File: src/inc/cic_defs.svh
// Purpose: Offsets, field positions, reset values and counts of the interrupt control block
// Assumes: Wishbone byte addresses, one 8-bit register per aligned word
// Notes:   Included by its bare name
`ifndef CIC_DEFS_SVH
`define CIC_DEFS_SVH
`define CIC_ADR_W           6
`define CIC_OFF_CTRL        6'h00
`define CIC_OFF_TMR_FLAGS   6'h04
`define CIC_OFF_CCP_FLAGS   6'h08
`define CIC_OFF_TMR_EN      6'h0C
`define CIC_OFF_CCP_EN      6'h10
`define CIC_OFF_IRQ_STAT    6'h14
`define CIC_OFF_IRQ_MASK    6'h18
`define CIC_OFF_STATE       6'h1C
`define CIC_BIT_GIE         7
`define CIC_BIT_PERIPHERAL_INTERRUPT_ENABLE        6
`define CIC_FLAG_MASK       8'h03
`define CIC_RST_BYTE        8'h00
`define CIC_VECTOR          13'h0004
`define CIC_QPHASES         2'h3
`define CIC_ST_TAKEN        0
`define CIC_ST_RETURN       1
`define CIC_ST_FLAG         2
`endif

File: src/inc/cic_pkg.sv
// Purpose: Types of the interrupt control block
// Assumes: Nothing
// Notes:   Constants live in cic_defs.svh
package cic_pkg;
  typedef enum logic [1:0] {
    CIC_MODE_CAPTURE = 2'h0,
    CIC_MODE_COMPARE = 2'h1,
    CIC_MODE_PWM     = 2'h2,
    CIC_MODE_OFF     = 2'h3
  } cic_mode_t;
endpackage : cic_pkg

File: src/hdl/cic_core_int.sv
// Purpose: Interrupt flag, enable and vectoring control for an 8-bit core
// Assumes: Single 25 MHz clock, sync active-high reset, classic Wishbone slave
// Notes:   Rules of operation follow, one tag per line
// Operation
// - Any reset leaves global interrupt enable clear.
// - Redirect needs global, source and, for peripheral sources, peripheral enable.
// - Flags set on events regardless of any enable bit.
// - Taking an interrupt flushes, clears global enable, pushes pc, shadows, vectors 0004h.
// - During service, events set flags but do not redirect.
// - Return pops address, restores shadows, sets global enable.
// - Global enable clear ignores interrupts; pending ones served later.
// - Requests sampled in the first quarter phase.
// - Latency depends on the instruction executing at detection.
// - Timer flag bit 1 on postscaler overflow or 1:1 period match.
// - Timer flag bit 0 on timer_a overflow, held until cleared.
// - Flag bits 7..2 unimplemented, read zero.
// - Capture flag bit 1 from unit b per mode, software cleared.
// - Capture flag bit 0 from unit a per mode, software cleared.
// - Flag bits readable, writable, hardware settable, reset zero.
// - Two peripheral request flag registers exist.
`timescale 1ns/1ns
`include "cic_defs.svh"
module cic_core_int #(
  parameter int PC_W = 13
) (
  input  wire logic            clk_i,
  input  wire logic            rst_i,
  input  wire logic [5:0]      wb_adr_i,
  input  wire logic [31:0]     wb_dat_i,
  output logic      [31:0]     wb_dat_o,
  input  wire logic            wb_we_i,
  input  wire logic [3:0]      wb_sel_i,
  input  wire logic            wb_cyc_i,
  input  wire logic            wb_stb_i,
  output logic                 wb_ack_o,
  input  wire logic            tmr_a_ovf_i,
  input  wire logic            tmr_b_postscale_ovf_i,
  input  wire logic            tmr_b_match_i,
  input  wire logic            tmr_b_one_to_one_i,
  input  wire cic_pkg::cic_mode_t cap_a_mode_i,
  input  wire logic            cap_a_capture_i,
  input  wire logic            cap_a_compare_i,
  input  wire logic            cap_a_trail_i,
  input  wire cic_pkg::cic_mode_t cap_b_mode_i,
  input  wire logic            cap_b_capture_i,
  input  wire logic            cap_b_compare_i,
  input  wire logic            cap_b_trail_i,
  input  wire logic [4:0]      other_flags_i,
  input  wire logic [4:0]      other_en_i,
  input  wire logic [PC_W-1:0] pc_i,
  input  wire logic [7:0]      ctx_i,
  input  wire logic            instr_done_i,
  input  wire logic            retfi_i,
  input  wire logic [PC_W-1:0] stack_top_i,
  output logic                 flush_o,
  output logic                 push_o,
  output logic                 pop_o,
  output logic [PC_W-1:0]      push_pc_o,
  output logic                 pc_load_o,
  output logic [PC_W-1:0]      pc_new_o,
  output logic                 ctx_restore_o,
  output logic [7:0]           ctx_o,
  output logic                 in_service_o,
  output logic                 irq_o
);

  // Elaboration check: the vector and return address need 13 to 16 bits
  if (PC_W < 13 || PC_W > 16) begin : g_bad_pc_w
    $error("PC_W must be 13..16");
  end

  //////////////////////////////////////////////////////////////////////////////
  // Quarter-phase counter and request sampling
  logic [1:0] qph_r;
  logic       gie_r;
  logic       peripheral_interrupt_enable_r;
  logic [7:0] tmr_flags_r;
  logic [7:0] ccp_flags_r;
  logic [7:0] tmr_en_r;
  logic [7:0] ccp_en_r;
  logic [7:0] irq_stat_r;
  logic [7:0] irq_mask_r;
  logic       in_svc_r;
  logic       req_smp_r;
  logic       req_now;

  // Four clocks make one instruction cycle; phase 0 is the first quarter
  always_ff @(posedge clk_i) begin
    if (rst_i) begin
      qph_r <= 2'h0;
    end else begin
      qph_r <= qph_r + 2'h1;
    end
  end

  // Combined request: other flags are core sources, ours are peripheral gated
  always_comb begin
    req_now = gie_r & ((|(other_flags_i & other_en_i)) |
              (peripheral_interrupt_enable_r & (|(tmr_flags_r & tmr_en_r) | |(ccp_flags_r & ccp_en_r))));
  end

  // Request latched only in the first quarter; a late event waits a cycle
  always_ff @(posedge clk_i) begin
    if (rst_i) begin
      req_smp_r <= 1'b0;
    end else if (qph_r == 2'h0) begin
      req_smp_r <= req_now;
    end else if (!gie_r) begin
      req_smp_r <= 1'b0;
    end
  end

  //////////////////////////////////////////////////////////////////////////////
  // Wishbone slave: single-cycle ack, dropped the cycle after
  logic wb_hit;
  logic wr_stb;
  logic rd_stb;
  assign wb_hit = wb_cyc_i & wb_stb_i & ~wb_ack_o;
  assign wr_stb = wb_hit & wb_we_i & wb_sel_i[0];
  assign rd_stb = wb_hit & ~wb_we_i;

  always_ff @(posedge clk_i) begin
    if (rst_i) begin
      wb_ack_o <= 1'b0;
    end else begin
      wb_ack_o <= wb_hit;
    end
  end

  // Read mux; unmapped words read zero but still ack
  // A stray address never stalls the master, at the cost of no error reply
  always_ff @(posedge clk_i) begin
    if (rst_i) begin
      wb_dat_o <= 32'h0000_0000;
    end else if (rd_stb) begin
      unique case (wb_adr_i)
        `CIC_OFF_CTRL:      wb_dat_o <= {24'h0, gie_r, peripheral_interrupt_enable_r, 6'h0};
        `CIC_OFF_TMR_FLAGS: wb_dat_o <= {24'h0, tmr_flags_r};
        `CIC_OFF_CCP_FLAGS: wb_dat_o <= {24'h0, ccp_flags_r};
        `CIC_OFF_TMR_EN:    wb_dat_o <= {24'h0, tmr_en_r};
        `CIC_OFF_CCP_EN:    wb_dat_o <= {24'h0, ccp_en_r};
        `CIC_OFF_IRQ_STAT:  wb_dat_o <= {24'h0, irq_stat_r};
        `CIC_OFF_IRQ_MASK:  wb_dat_o <= {24'h0, irq_mask_r};
        `CIC_OFF_STATE:     wb_dat_o <= {24'h0, 6'h0, req_smp_r, in_svc_r};
        default:            wb_dat_o <= 32'h0000_0000;
      endcase
    end
  end

  //////////////////////////////////////////////////////////////////////////////
  // Vectoring: take when sampled request meets an instruction boundary
  logic take;
  assign take = req_smp_r & gie_r & instr_done_i & ~retfi_i;

  // Global and peripheral enables; return sets and taking clears the global one only
  always_ff @(posedge clk_i) begin
    if (rst_i) begin
      gie_r  <= 1'b0;
      peripheral_interrupt_enable_r <= 1'b0;
    end else if (take) begin
      gie_r  <= 1'b0;
    end else if (retfi_i) begin
      gie_r  <= 1'b1;
    end else if (wr_stb && wb_adr_i == `CIC_OFF_CTRL) begin
      gie_r  <= wb_dat_i[`CIC_BIT_GIE];
      peripheral_interrupt_enable_r <= wb_dat_i[`CIC_BIT_PERIPHERAL_INTERRUPT_ENABLE];
    end
  end

  // Shadow context and service state
  always_ff @(posedge clk_i) begin
    if (rst_i) begin
      in_svc_r <= 1'b0;
      ctx_o    <= 8'h00;
    end else if (take) begin
      in_svc_r <= 1'b1;
      ctx_o    <= ctx_i;
    end else if (retfi_i) begin
      in_svc_r <= 1'b0;
    end
  end

  // Core steering pulses; pop and restore ride on the return strobe
  always_ff @(posedge clk_i) begin
    if (rst_i) begin
      flush_o       <= 1'b0;
      push_o        <= 1'b0;
      pop_o         <= 1'b0;
      push_pc_o     <= '0;
      pc_load_o     <= 1'b0;
      pc_new_o      <= '0;
      ctx_restore_o <= 1'b0;
    end else begin
      flush_o       <= take;
      push_o        <= take;
      pop_o         <= retfi_i;
      ctx_restore_o <= retfi_i;
      pc_load_o     <= take | retfi_i;
      if (take) begin
        push_pc_o <= pc_i;
        pc_new_o  <= PC_W'(`CIC_VECTOR);
      end else if (retfi_i) begin
        pc_new_o  <= stack_top_i;
      end
    end
  end
  assign in_service_o = in_svc_r;

  //////////////////////////////////////////////////////////////////////////////
  // Flag event decode: set wins over a software clear in the same cycle
  logic [1:0] tmr_set;
  logic [1:0] ccp_set;
  assign tmr_set[0] = tmr_a_ovf_i;
  assign tmr_set[1] = tmr_b_postscale_ovf_i | (tmr_b_one_to_one_i & tmr_b_match_i);

  // One decoder per capture unit, chosen by its mode
  function automatic logic cap_evt(input cic_pkg::cic_mode_t m, input logic c,
                                   input logic p, input logic t);
    unique case (m)
      cic_pkg::CIC_MODE_CAPTURE: cap_evt = c;
      cic_pkg::CIC_MODE_COMPARE: cap_evt = p;
      cic_pkg::CIC_MODE_PWM:     cap_evt = t;
      cic_pkg::CIC_MODE_OFF:     cap_evt = 1'b0;
    endcase
  endfunction : cap_evt
  assign ccp_set[0] = cap_evt(cap_a_mode_i, cap_a_capture_i, cap_a_compare_i, cap_a_trail_i);
  assign ccp_set[1] = cap_evt(cap_b_mode_i, cap_b_capture_i, cap_b_compare_i, cap_b_trail_i);

  // Flags: software write, hardware set on top, upper bits held at zero
  always_ff @(posedge clk_i) begin
    if (rst_i) begin
      tmr_flags_r <= `CIC_RST_BYTE;
      ccp_flags_r <= `CIC_RST_BYTE;
    end else begin
      tmr_flags_r <= ((wr_stb && wb_adr_i == `CIC_OFF_TMR_FLAGS) ? wb_dat_i[7:0] : tmr_flags_r)
                     & `CIC_FLAG_MASK | {6'h0, tmr_set};
      ccp_flags_r <= ((wr_stb && wb_adr_i == `CIC_OFF_CCP_FLAGS) ? wb_dat_i[7:0] : ccp_flags_r)
                     & `CIC_FLAG_MASK | {6'h0, ccp_set};
    end
  end

  // Individual enables of the two flag registers
  always_ff @(posedge clk_i) begin
    if (rst_i) begin
      tmr_en_r <= `CIC_RST_BYTE;
      ccp_en_r <= `CIC_RST_BYTE;
    end else if (wr_stb && wb_adr_i == `CIC_OFF_TMR_EN) begin
      tmr_en_r <= wb_dat_i[7:0] & `CIC_FLAG_MASK;
    end else if (wr_stb && wb_adr_i == `CIC_OFF_CCP_EN) begin
      ccp_en_r <= wb_dat_i[7:0] & `CIC_FLAG_MASK;
    end
  end

  //////////////////////////////////////////////////////////////////////////////
  // System interrupt: sticky, cleared by reading, a same-cycle event survives
  logic [7:0] stat_set;
  assign stat_set = {5'h0, |{tmr_set, ccp_set}, retfi_i, take};
  always_ff @(posedge clk_i) begin
    if (rst_i) begin
      irq_stat_r <= 8'h00;
      irq_mask_r <= 8'h00;
    end else begin
      irq_stat_r <= ((rd_stb && wb_adr_i == `CIC_OFF_IRQ_STAT) ? 8'h00 : irq_stat_r) | stat_set;
      if (wr_stb && wb_adr_i == `CIC_OFF_IRQ_MASK) begin
        irq_mask_r <= wb_dat_i[7:0];
      end
    end
  end
  assign irq_o = |(irq_stat_r & irq_mask_r);
endmodule : cic_core_int

File: config.mk
export PLATFORM = sky130hd
export DESIGN_NAME = cic_core_int
export DESIGN_NICKNAME = d
export VERILOG_FILES = /design/src/inc/cic_pkg.sv /design/src/hdl/cic_core_int.sv
export VERILOG_INCLUDE_DIRS = /design/src /design/src/inc
export SDC_FILE = /design/constraint.sdc
export NUM_CORES = 1
export LEC_CHECK = 0
export ABC_AREA = 1
export ABC_CLOCK_PERIOD_IN_PS = 1460
export BUFFER_PORTS_ARGS = -buffer_cell sky130_fd_sc_hd__buf_2
export CELL_PAD_IN_SITES_DETAIL_PLACEMENT = 1
export CELL_PAD_IN_SITES_GLOBAL_PLACEMENT = 1
export CORE_MARGIN = 1
export CORE_UTILIZATION = 29
export DETAILED_ROUTE_END_ITERATION = 10
export GPL_ROUTABILITY_DRIVEN = 0
export GPL_TIMING_DRIVEN = 0
export HOLD_SLACK_MARGIN = 0.05
export PLACE_DENSITY = 0.85
export SYNTH_ARGS = -nofsm -noshare
export SYNTH_HDL_FRONTEND = slang
export SYNTH_SLANG_ARGS = --single-unit
export TNS_END_PERCENT = 10
File: constraint.sdc
create_clock -name clk_i -period 1.46 [get_ports clk_i]
set_input_delay 0.073 -clock clk_i [delete_from_list [all_inputs] [get_ports clk_i]]
set_output_delay 0.073 -clock clk_i [all_outputs]
set_load 0.02 [all_outputs]
==> qor.txt, run 1 <==
Final ANT Viol Nets: 0
post-route insts no fill: 782
reg2reg path depth: 6
Via density: 4.63
Worst Setup Start Kind: primary input
Overall Power: 4.43 mW
Row Count: 37
Critical Path Sink: push_pc_o[10]$_SDFFE_PP0P_
commonest non-fill, non-tap cell in the layout: buf_2
Final Util: 46.0%
outcome: finished, final reports clean
first drt pass iteration count: 4
DR iter-0 viols: 101
IO Count: 181
pre-CTS WS: -0.00788 ns
clock sinks: 71
detailed-route DRC error count: 0
R2R setup slack: 0.12 ns
antenna diode count: 0
max incr delay on CP: 0.55 ns
count of cell types in the netlist: 31
DIE AREA: 11300 um2
register area share after synthesis: 45.2%
Die Span Y: 106 um
GRT Resource Usage Total: 21.6%
Placed Area: 4040 um2
Synth Register Bits: 71
number of global-route vias before repair: 4039
final setup vio count: 0
clk_lat worst skew: 0.34 ns
Max rail drop VDD: 0.492 mV
crit end category: flip-flop
final instance area: 4790 um2
Bufs on Longest Clock Path: 2
largest net degree at the start of global routing: 13
Final Net Count: 750
RR Startpoint: req_smp_r$_SDFFE_PP0P_
Die Wd: 106 um
final WL: 11.7 mm
Clock Tree Root: clkbuf_8
Tightest Hold Check Type: primary input to flip-flop
Syn Inst Count: 430
kind of critical path: primary input to flip-flop
Final WS setup: 0.0540 ns
Max Cap Violations: 0
fin crit share: 96.3%
Pwr Density: 925 nW/um2
Yosys top cell area share: 45.2%
initial antenna violation count: 0
Max Freq: 711 MHz
slowest CP cell: dlygate4sd3_1
Slew headroom: 60.1%
final hold violation count: 0
post-route minimum period: 1.41 ns
core footprint: 10400 um2
# H-tree levels: 3
first-pass GRT wire length: 19.0 mm
Syn Area/Cell: 7.31 um2
total gr overflow: 0
cell taking the most area after synthesis: dfxtp_1
cell mode on critical path: nand2_1
layout cells sized above 1: 31.3%
RSZ-0062 raised after global routing: yes
CTS Buf Count: 9
number of I/O port buffers: 128
worst path required time: 1.75 ns
crit-path cells: dlygate4sd3_1 -> buf_2 -> inv_2 -> nand2_1 -> nor2_2 -> clkbuf_4 -> nand2_1 -> nand2_1
CTS clk-pin slew, worst paths: 0.08 ns
routed via count: 3618
CP max FO: 10
YS warnings: 0
Tightest Pin Transition: 0.598 ns
CP startpoint: rst_i
Syn Std Cell Area: 3140 um2
clk_skew: 0.0136 ns
commonest non-fill, non-tap cells in the layout: buf_2, nand2_1, dfxtp_1, dlygate4sd3_1, nand3_1
leakage power: 2.45 nW
half-perimeter wire length after placement: 7.95 mm
Starting Density: 30.2%
arrival time at the worst endpoint: 1.69 ns
wire length per cell: 15.0 um
CTS tree: built
main area contributors after synthesis: dfxtp_1, nand2_1, nand3_1
placed cell count: 717
area delta synth->final: 52.4%
Max Slew Vio Count: 0
Crit Reg-Reg Endpoint: pc_new_o[9]$_SDFFE_PP0P_
## per-layer routing
| layer | wire, um | track usage [%] | vias up |
|---|---|---|---|
| met2 | 6170 | 41.5 | 137 |
| met1 | 4500 | 22.5 | 1708 |
| met3 | 849 | 5.95 | 16 |
| li1 | - | - | 1757 |
| met5 | 0 | 0 | - |
| met4 | 176 | 6.35 | 0 |
## area by class of cell
type,instances,area (um2)
fillers,1351,5630
flip-flops and latches,71,1420
multi-input cells,300,1400
repair buffers,178,1140
plain buffers,42,290
well taps,136,170
inverters,40,150
clock buffers,10,138
clock inverters,5,82.6
## what timing repair did
item	in CTS	in global routing
cloned	0	0
hold endpoints to repair	50	0
setup endpoints to repair	13	39
hold buffers	49	0
buffers inserted	1	0
pin swaps	1	0
gates resized for setup	3	11
## power breakdown
group          switching, mW  internal, mW  total (mW)
logic                  0.346         0.296       0.642
clock network          0.772          1.00        1.78
registers             0.0299          1.99        2.02
## cells in the mapped netlist
cell and instances:
nand2_1 115, dfxtp_1 71, nand3_1 39, a21oi_1 35
inv_1 35, nor2_1 34, buf_4 26, o21ai_0 21
buf_2 7, nand4_1 6, clkbuf_1 5, nor2_4 5
inv_2 4, nor2_2 3, o22ai_1 3, a22o_1 2
a31oi_1 2, buf_1 2, buf_6 2, o211ai_1 2
a221oi_1 1, and3_1 1, clkinv_1 1, conb_1 1
ha_1 1, nand2_2 1, nand2_4 1, nand3_2 1
o21ai_1 1, o21ai_2 1, o221ai_1 1
## worst min-delay path by stage
| stage | startpoint | cells after the start | to |
|---|---|---|---|
| after detailed placement | pc_i[12] | 3 | push_pc_o[12]$_SDFFE_PP0P_ |
| final | tmr_b_postscale_ovf_i | 5 | tmr_flags_r[1]$_SDFF_PP0_ |
| after CTS | tmr_b_postscale_ovf_i | 5 | tmr_flags_r[1]$_SDFF_PP0_ |
| after global routing | instr_done_i | 3 | in_service_o$_SDFFE_PP0N_ |
| after floorplan | ctx_i[4] | 2 | ctx_o[4]$_SDFFE_PP0P_ |
| after global placement | pc_i[6] | 3 | push_pc_o[6]$_SDFFE_PP0P_ |
## registers in the layout, indices dropped and copies added (netlist names), 2 cells and up
register	cells
ccp_en_r	2
ccp_flags_r	2
ctx_o	8
irq_mask_r	8
irq_stat_r	3
pc_new_o	13
push_pc_o	13
qph_r	2
tmr_en_r	2
tmr_flags_r	2
wb_dat_o	8
## metrics by stage
step                      TNS [ns]  hold slack (ns)
after global placement           0            0.266
after floorplan                  0            0.184
after detailed placement  -0.00788            0.277
after CTS                        0           0.0587
final                            0           0.0679
after global routing       -0.0347           0.0925
## cells by family (layout without fill, tap and decap cells)
family / count (synthesis) / in the layout / share of synthesized area (%)
other: 1 / 24 / 0.119
and+or+nand+nor: 206 / 206 / 28.7
DFF: 71 / 71 / 45.2
buffers and inverters: 82 / 275 / 13.7
AOI/OAI and AO/OA: 69 / 69 / 11.9
adders and majority gates: 1 / 1 / 0.398
## critical path: cells and delay by family
| family | cells | cell delay [ns] |
|---|---|---|
| buffers and inverters | 4 | 1.11 |
| and+or+nand+nor | 4 | 0.51 |
Power figures use the tool's default switching activity.
==> run 2: changes to the inputs <==
BUFFER_PORTS_ARGS = unset   (was -buffer_cell sky130_fd_sc_hd__buf_2)
CORE_UTILIZATION = 42   (was 29)
DONT_BUFFER_PORTS = 1   (was unset)
PLACE_DENSITY = 0.84   (was 0.85)
RECOVER_POWER = 100   (was unset)
==> run 2 against run 1 <==
  * Power increased by 4.5%
  * Critical path depth down 2
  * Clock power is 16% higher
  * Routed wire length decreased by 7.8%
  * Clock-buffer cell count is 1 higher
  * Critical path type unchanged
  * Largest cell class is now sequential cells
  * Largest power group is now the clock network
  * Highest routed layer unchanged
==> qor.txt, run 2 (same netlist as run 1, synthesis figures left out) <==
Clock Power Share: 44.6%
antenna diode count: 0
clk_lat worst skew: 0.35 ns
commonest non-fill, non-tap cell in the layout: nand2_1
Slew headroom: 62.0%
area delta synth->final: 38.0%
fin crit share: 98.5%
Final Net Count: 641
crit-path cells: dlygate4sd3_1 -> nand2_1 -> dlygate4sd3_1 -> nand2_1 -> a221oi_1 -> a31oi_1
max incr delay on CP: 0.56 ns
post-route minimum period: 1.44 ns
commonest non-fill, non-tap cells in the layout: nand2_1, dfxtp_1, dlygate4sd3_1, nand3_1, a21oi_1
initial antenna violation count: 0
first-pass GRT wire length: 16.1 mm
Final Util: 59.8%
R2R setup slack: 0.07 ns
IO Count: 181
clk_skew: 0.0102 ns
Logic pwr share: 11.1%
wire length per cell: 16.9 um
number of I/O port buffers: 0
leakage power: 1.97 nW
layout cells sized above 1: 14.3%
crit end category: flip-flop
post-route insts no fill: 637
kind of critical path: primary input to flip-flop
detailed-route DRC error count: 0
sequential share of power: 44.4%
final WL: 10.8 mm
slowest CP cell: dlygate4sd3_1
switch share: 23.5%
Die Span Y: 88.5 um
DR iter-0 viols: 70
Tightest Hold Check Type: primary input to flip-flop
outcome: finished, final reports clean
worst path required time: 1.68 ns
CTS Buf Count: 9
CP max FO: 1
Pwr Density: 1070 nW/um2
Via density: 5.05
Overall Power: 4.63 mW
Worst Hold Slack: 0.0503 ns
GRT Resource Usage Total: 27.6%
Max Slew Vio Count: 0
pre-CTS WS: -0.0681 ns
clock sinks: 71
Pint: 3.54 mW
# H-tree levels: 3
RSZ-0062 raised after global routing: yes
delay-heaviest family, CP: buffers and inverters
final hold violation count: 0
Worst Setup Start Kind: primary input
total gr overflow: 0
core footprint: 7250 um2
Tightest Pin Transition: 0.567 ns
Die Wd: 88.5 um
arrival time at the worst endpoint: 1.66 ns
Buf/Inv on CP: 2
Max Freq: 695 MHz
number of global-route vias before repair: 3380
final setup vio count: 0
final instance area: 4340 um2
Placed Area: 3350 um2
Final WS setup: 0.0219 ns
Bufs on Longest Clock Path: 2
routed via count: 3214
Setup TNS: 0 ns
placed cell count: 552
Max Cap Violations: 0
Starting Density: 43.3%
half-perimeter wire length after placement: 6.42 mm
Final ANT Viol Nets: 0
Row Count: 31
Clock Tree Root: clkbuf_8
first drt pass iteration count: 6
CTS tree: built
Net Switching: 1.09 mW
Regs by FF count: pc_new_o (13), push_pc_o (13)
CTS clk-pin slew, worst paths: 0.07 ns
Max rail drop VDD: 0.568 mV
largest net degree at the start of global routing: 13
DIE AREA: 7830 um2
==> run 2: cell count changes in the layout (fill, tap and decap cells not counted), sizes merged <==
cell         delta
bufinv          +2
clkinv          -3
dlygate4sd3    +17
inv             +1
buf           -127
clkbuf          +2
==> run 2: timing repair <==
item                                   in CTS  in global routing
pin swaps                                   1                  1
gates resized for setup                     4                 12
setup buffers                               1                  2
hold buffers                               65                  1
endpoints found under the hold margin      61                  1
setup endpoints to repair                  14                 46
==> run 2: power groups by stage <==
stage	registers [mW]	clock network [mW]	logic [mW]
6_report	2.06	2.07	0.513
3_5_place_dp	2.10	0	0.325
5_1_grt	2.06	2.18	0.558
2_1_floorplan	2.09	0	0.274
3_3_place_gp	2.10	0	0.314
4_1_cts	2.05	2.08	0.484
==> run 2: layout make-up <==
class / instances / area, um2
repair buffers: 69 / 683
multi-input cells: 300 / 1410
clock buffers: 11 / 131
flip-flops and latches: 71 / 1420
fillers: 922 / 2920
inverters: 40 / 150
plain buffers: 42 / 290
well taps: 99 / 124
clock inverters: 5 / 129
==> run 2: tightest hold or removal path, delay by kind of cell <==
kind | cells | cell delay [ns]
buf+inv | 1 | 0.05
compound gates | 2 | 0.19
simple gates | 1 | 0.04
==> run 2: layer usage <==
metal,wire (um),global-route usage (%)
met5,0,0
met1,4160,29.3
met2,5640,51.1
met4,198,11.6
met3,790,7.46
==> run 2: final timing paths <==
kind / from / to / cells past startpoint
max: other_en_i[0] / req_smp_r$_SDFFE_PP0P_ / 6
min: tmr_b_match_i / irq_stat_r[2]$_SDFF_PP0_ / 4
max reg2reg: wb_ack_o$_SDFF_PP0_ / irq_stat_r[1]$_SDFF_PP0_ / 7
min reg2reg: qph_r[0]$_SDFF_PP0_ / qph_r[0]$_SDFF_PP0_ / 1
==> run 3: changes to the inputs <==
ABC_AREA = unset   (was 1)
CELL_PAD_IN_SITES_DETAIL_PLACEMENT = unset   (was 1)
CELL_PAD_IN_SITES_GLOBAL_PLACEMENT = unset   (was 1)
CORE_UTILIZATION = 55   (was 42)
MAX_ROUTING_LAYER = met4   (was unset)
PLACE_DENSITY = 0.76   (was 0.84)
==> run 3 against run 2 <==
  * The flow now finishes with violations (negative setup slack)
  * Die area down 26%
  * Cell count shrank 24%
  * Via count down 16%
  * Sequential share of layout area up 0.96 points
  * Cell area shrank 2.4%
  * First-iteration DRC count grew 89%
  * Clock skew about the same
  * Sequential power hardly changed
  * Clock-buffer cell count is 2 lower
  * Clock power shrank 16%
  * Setup slack worse by 0.14 ns
  * Highest routed layer unchanged
==> qor.txt, run 3 <==
DIE AREA: 5770 um2
arrival time at the worst endpoint: 1.80 ns
core footprint: 5200 um2
commonest non-fill, non-tap cell in the layout: dfxtp_1
Starting Density: 57.8%
Die Span Y: 76.0 um
max incr delay on CP: 0.58 ns
Critical Path Stages: 4
CTS tree: built
crit-path cells: nand4bb_4 -> or4_4 -> a21oi_1 -> nor2_1
number of synthesized flops with an enable pin: 0
largest net degree at the start of global routing: 14
pre-CTS WS: -0.487 ns
Die Wd: 76.0 um
RSZ-0062 raised after global routing: yes
area delta synth->final: 40.6%
Synth Register Bits: 71
post-route minimum period: 1.58 ns
fin crit share: 108%
Regs by FF count: pc_new_o (13), push_pc_o (13)
final setup vio count: 16
crit end category: flip-flop
commonest non-fill, non-tap cells in the layout: dfxtp_1, dlygate4sd3_1, nor2_1, mux2i_1, buf_4
slowest CP cell: or4_4
IO Count: 181
Pwr Density: 1020 nW/um2
Fillers: 306
final WL: 8.38 mm
count leader, synth: dfxtp_1
top cells by count, synth: dfxtp_1, nor2_1, mux2i_1
antenna diode count: 0
Worst Setup Start Kind: flip-flop
Slew headroom: 57.5%
first-pass GRT wire length: 12.7 mm
Max Freq: 634 MHz
CTS clk-pin slew, worst paths: 0.08 ns
Bufs on Longest Clock Path: 2
layout cells sized above 1: 19.7%
first drt pass iteration count: 5
# H-tree levels: 3
YS warnings: 0
outcome: finished with violations
Tightest Pin Transition: 0.637 ns
Max Cap Violations: 0
clk_lat worst skew: 0.36 ns
Syn Inst Count: 307
half-perimeter wire length after placement: 4.91 mm
Syn Std Cell Area: 3010 um2
Final Util: 81.3%
Max rail drop VDD: 0.948 mV
count of cell types in the netlist: 43
Clock Tree Root: clkbuf_8
CTS Buf Count: 9
detailed-route DRC error count: 0
Row Count: 26
Worst Hold Slack: 0.0650 ns
number of global-route vias before repair: 2612
reg2reg path depth: 4
GRT Resource Usage Total: 29.2%
wire length per cell: 17.2 um
Overall Power: 4.32 mW
clock sinks: 71
register area share after synthesis: 47.2%
main flop type after synthesis: dfxtp_1
ys async rst share: 0%
Hold Crit Depth: 3
total gr overflow: 0
CP max FO: 6
clk_skew: 0.0102 ns
Via density: 5.58
Final Net Count: 519
Max Slew Vio Count: 0
final hold violation count: 0
number of I/O port buffers: 0
Syn Area/Cell: 9.81 um2
Final WS setup: -0.117 ns
Buf/Inv on CP: 0
main area contributors after synthesis: dfxtp_1, mux2i_1, a22o_1
Yosys top cell area share: 47.2%
kind of critical path: flip-flop to flip-flop
routed via count: 2710
failing checks: negative setup slack
worst path required time: 1.69 ns
leakage power: 1.77 nW
Tightest Hold Check Type: primary input to flip-flop
cell taking the most area after synthesis: dfxtp_1
Setup TNS: -0.844 ns
Final ANT Viol Nets: 0
DR iter-0 viols: 132
initial antenna violation count: 0
delay-heaviest family, CP: simple AND/OR/NAND/NOR gates
==> run 3: metrics by stage <==
| step | instance area (um2) | std cells |
|---|---|---|
| after detailed placement | 3180 | 400 |
| after CTS | 4130 | 482 |
| after global placement | 3180 | 400 |
| after floorplan | 3100 | 330 |
| after global routing | 4230 | 486 |
| final | 4230 | 486 |
==> run 3: repair_timing <==
| action | in CTS | in global routing |
|---|---|---|
| setup endpoints to repair | 57 | 52 |
| hold endpoints to repair | 61 | 1 |
| gates resized for setup | 21 | 17 |
| cloned | 0 | 1 |
| hold buffers | 63 | 2 |
| setup buffers | 3 | 2 |
| pin swaps | 3 | 7 |
==> run 3: kinds of logic (layout without fill, tap and decap cells) <==
logic type / count (synthesis) / count (layout) / synth area share [%]
AO/OA/AOI/OAI: 61 / 61 / 14.8
adder cells (fa/ha/maj): 1 / 1 / 0.416
buffers and inverters: 51 / 137 / 9.85
flip-flops: 71 / 71 / 47.2
multiplexers: 33 / 33 / 11.9
other: 1 / 24 / 0.125
AND/OR/NAND/NOR: 89 / 89 / 15.7
==> run 3: layout make-up <==
type                            count  area [um2]  area share (%)
Buffer                             40         264            6.24
Clock buffer                        9         124            2.93
Clock inverter                      7        95.1            2.25
Inverter                           10        37.5           0.887
Multi-Input combinational cell    208        1490            35.2
Sequential cell                    71        1430            33.8
Tap cell                           70        87.6            2.07
Timing Repair Buffer               71         706            16.7
==> run 3: final timing paths <==
| path | to | start | slack, ns |
|---|---|---|---|
| min reg2reg | qph_r[0]$_SDFF_PP0_ | qph_r[0]$_SDFF_PP0_ | 0.42 |
| max | irq_stat_r[1]$_SDFF_PP0_ | wb_ack_o$_SDFF_PP0_ | -0.12 |
| max reg2reg | irq_stat_r[1]$_SDFF_PP0_ | wb_ack_o$_SDFF_PP0_ | -0.12 |
| min | wb_dat_o[7]$_SDFFE_PP0P_ | wb_we_i | 0.07 |
==> run 3: per-layer routing <==
metal | routed length [um] | part of all wire (%) | GRT usage [%]
met1 | 3110 | 37 | 31.9
met2 | 4230 | 50 | 50.3
met3 | 836 | 10 | 7.78
met4 | 212 | 2.5 | 11.9
met5 | 0 | 0 | -
==> run 3: report_power, final <==
part	leakage, nW	switching, mW	internal [mW]
combinational	1.08	0.262	0.263
sequential	0.580	0.0762	1.98
clock	0.110	0.771	0.967
total	1.77	1.11	3.21
==> run 3: worst min-delay path, cell delays in order <==
cell and delay, ns:
nand4bb_4 0.15, nand2_1 0.06, a21oi_1 0.10
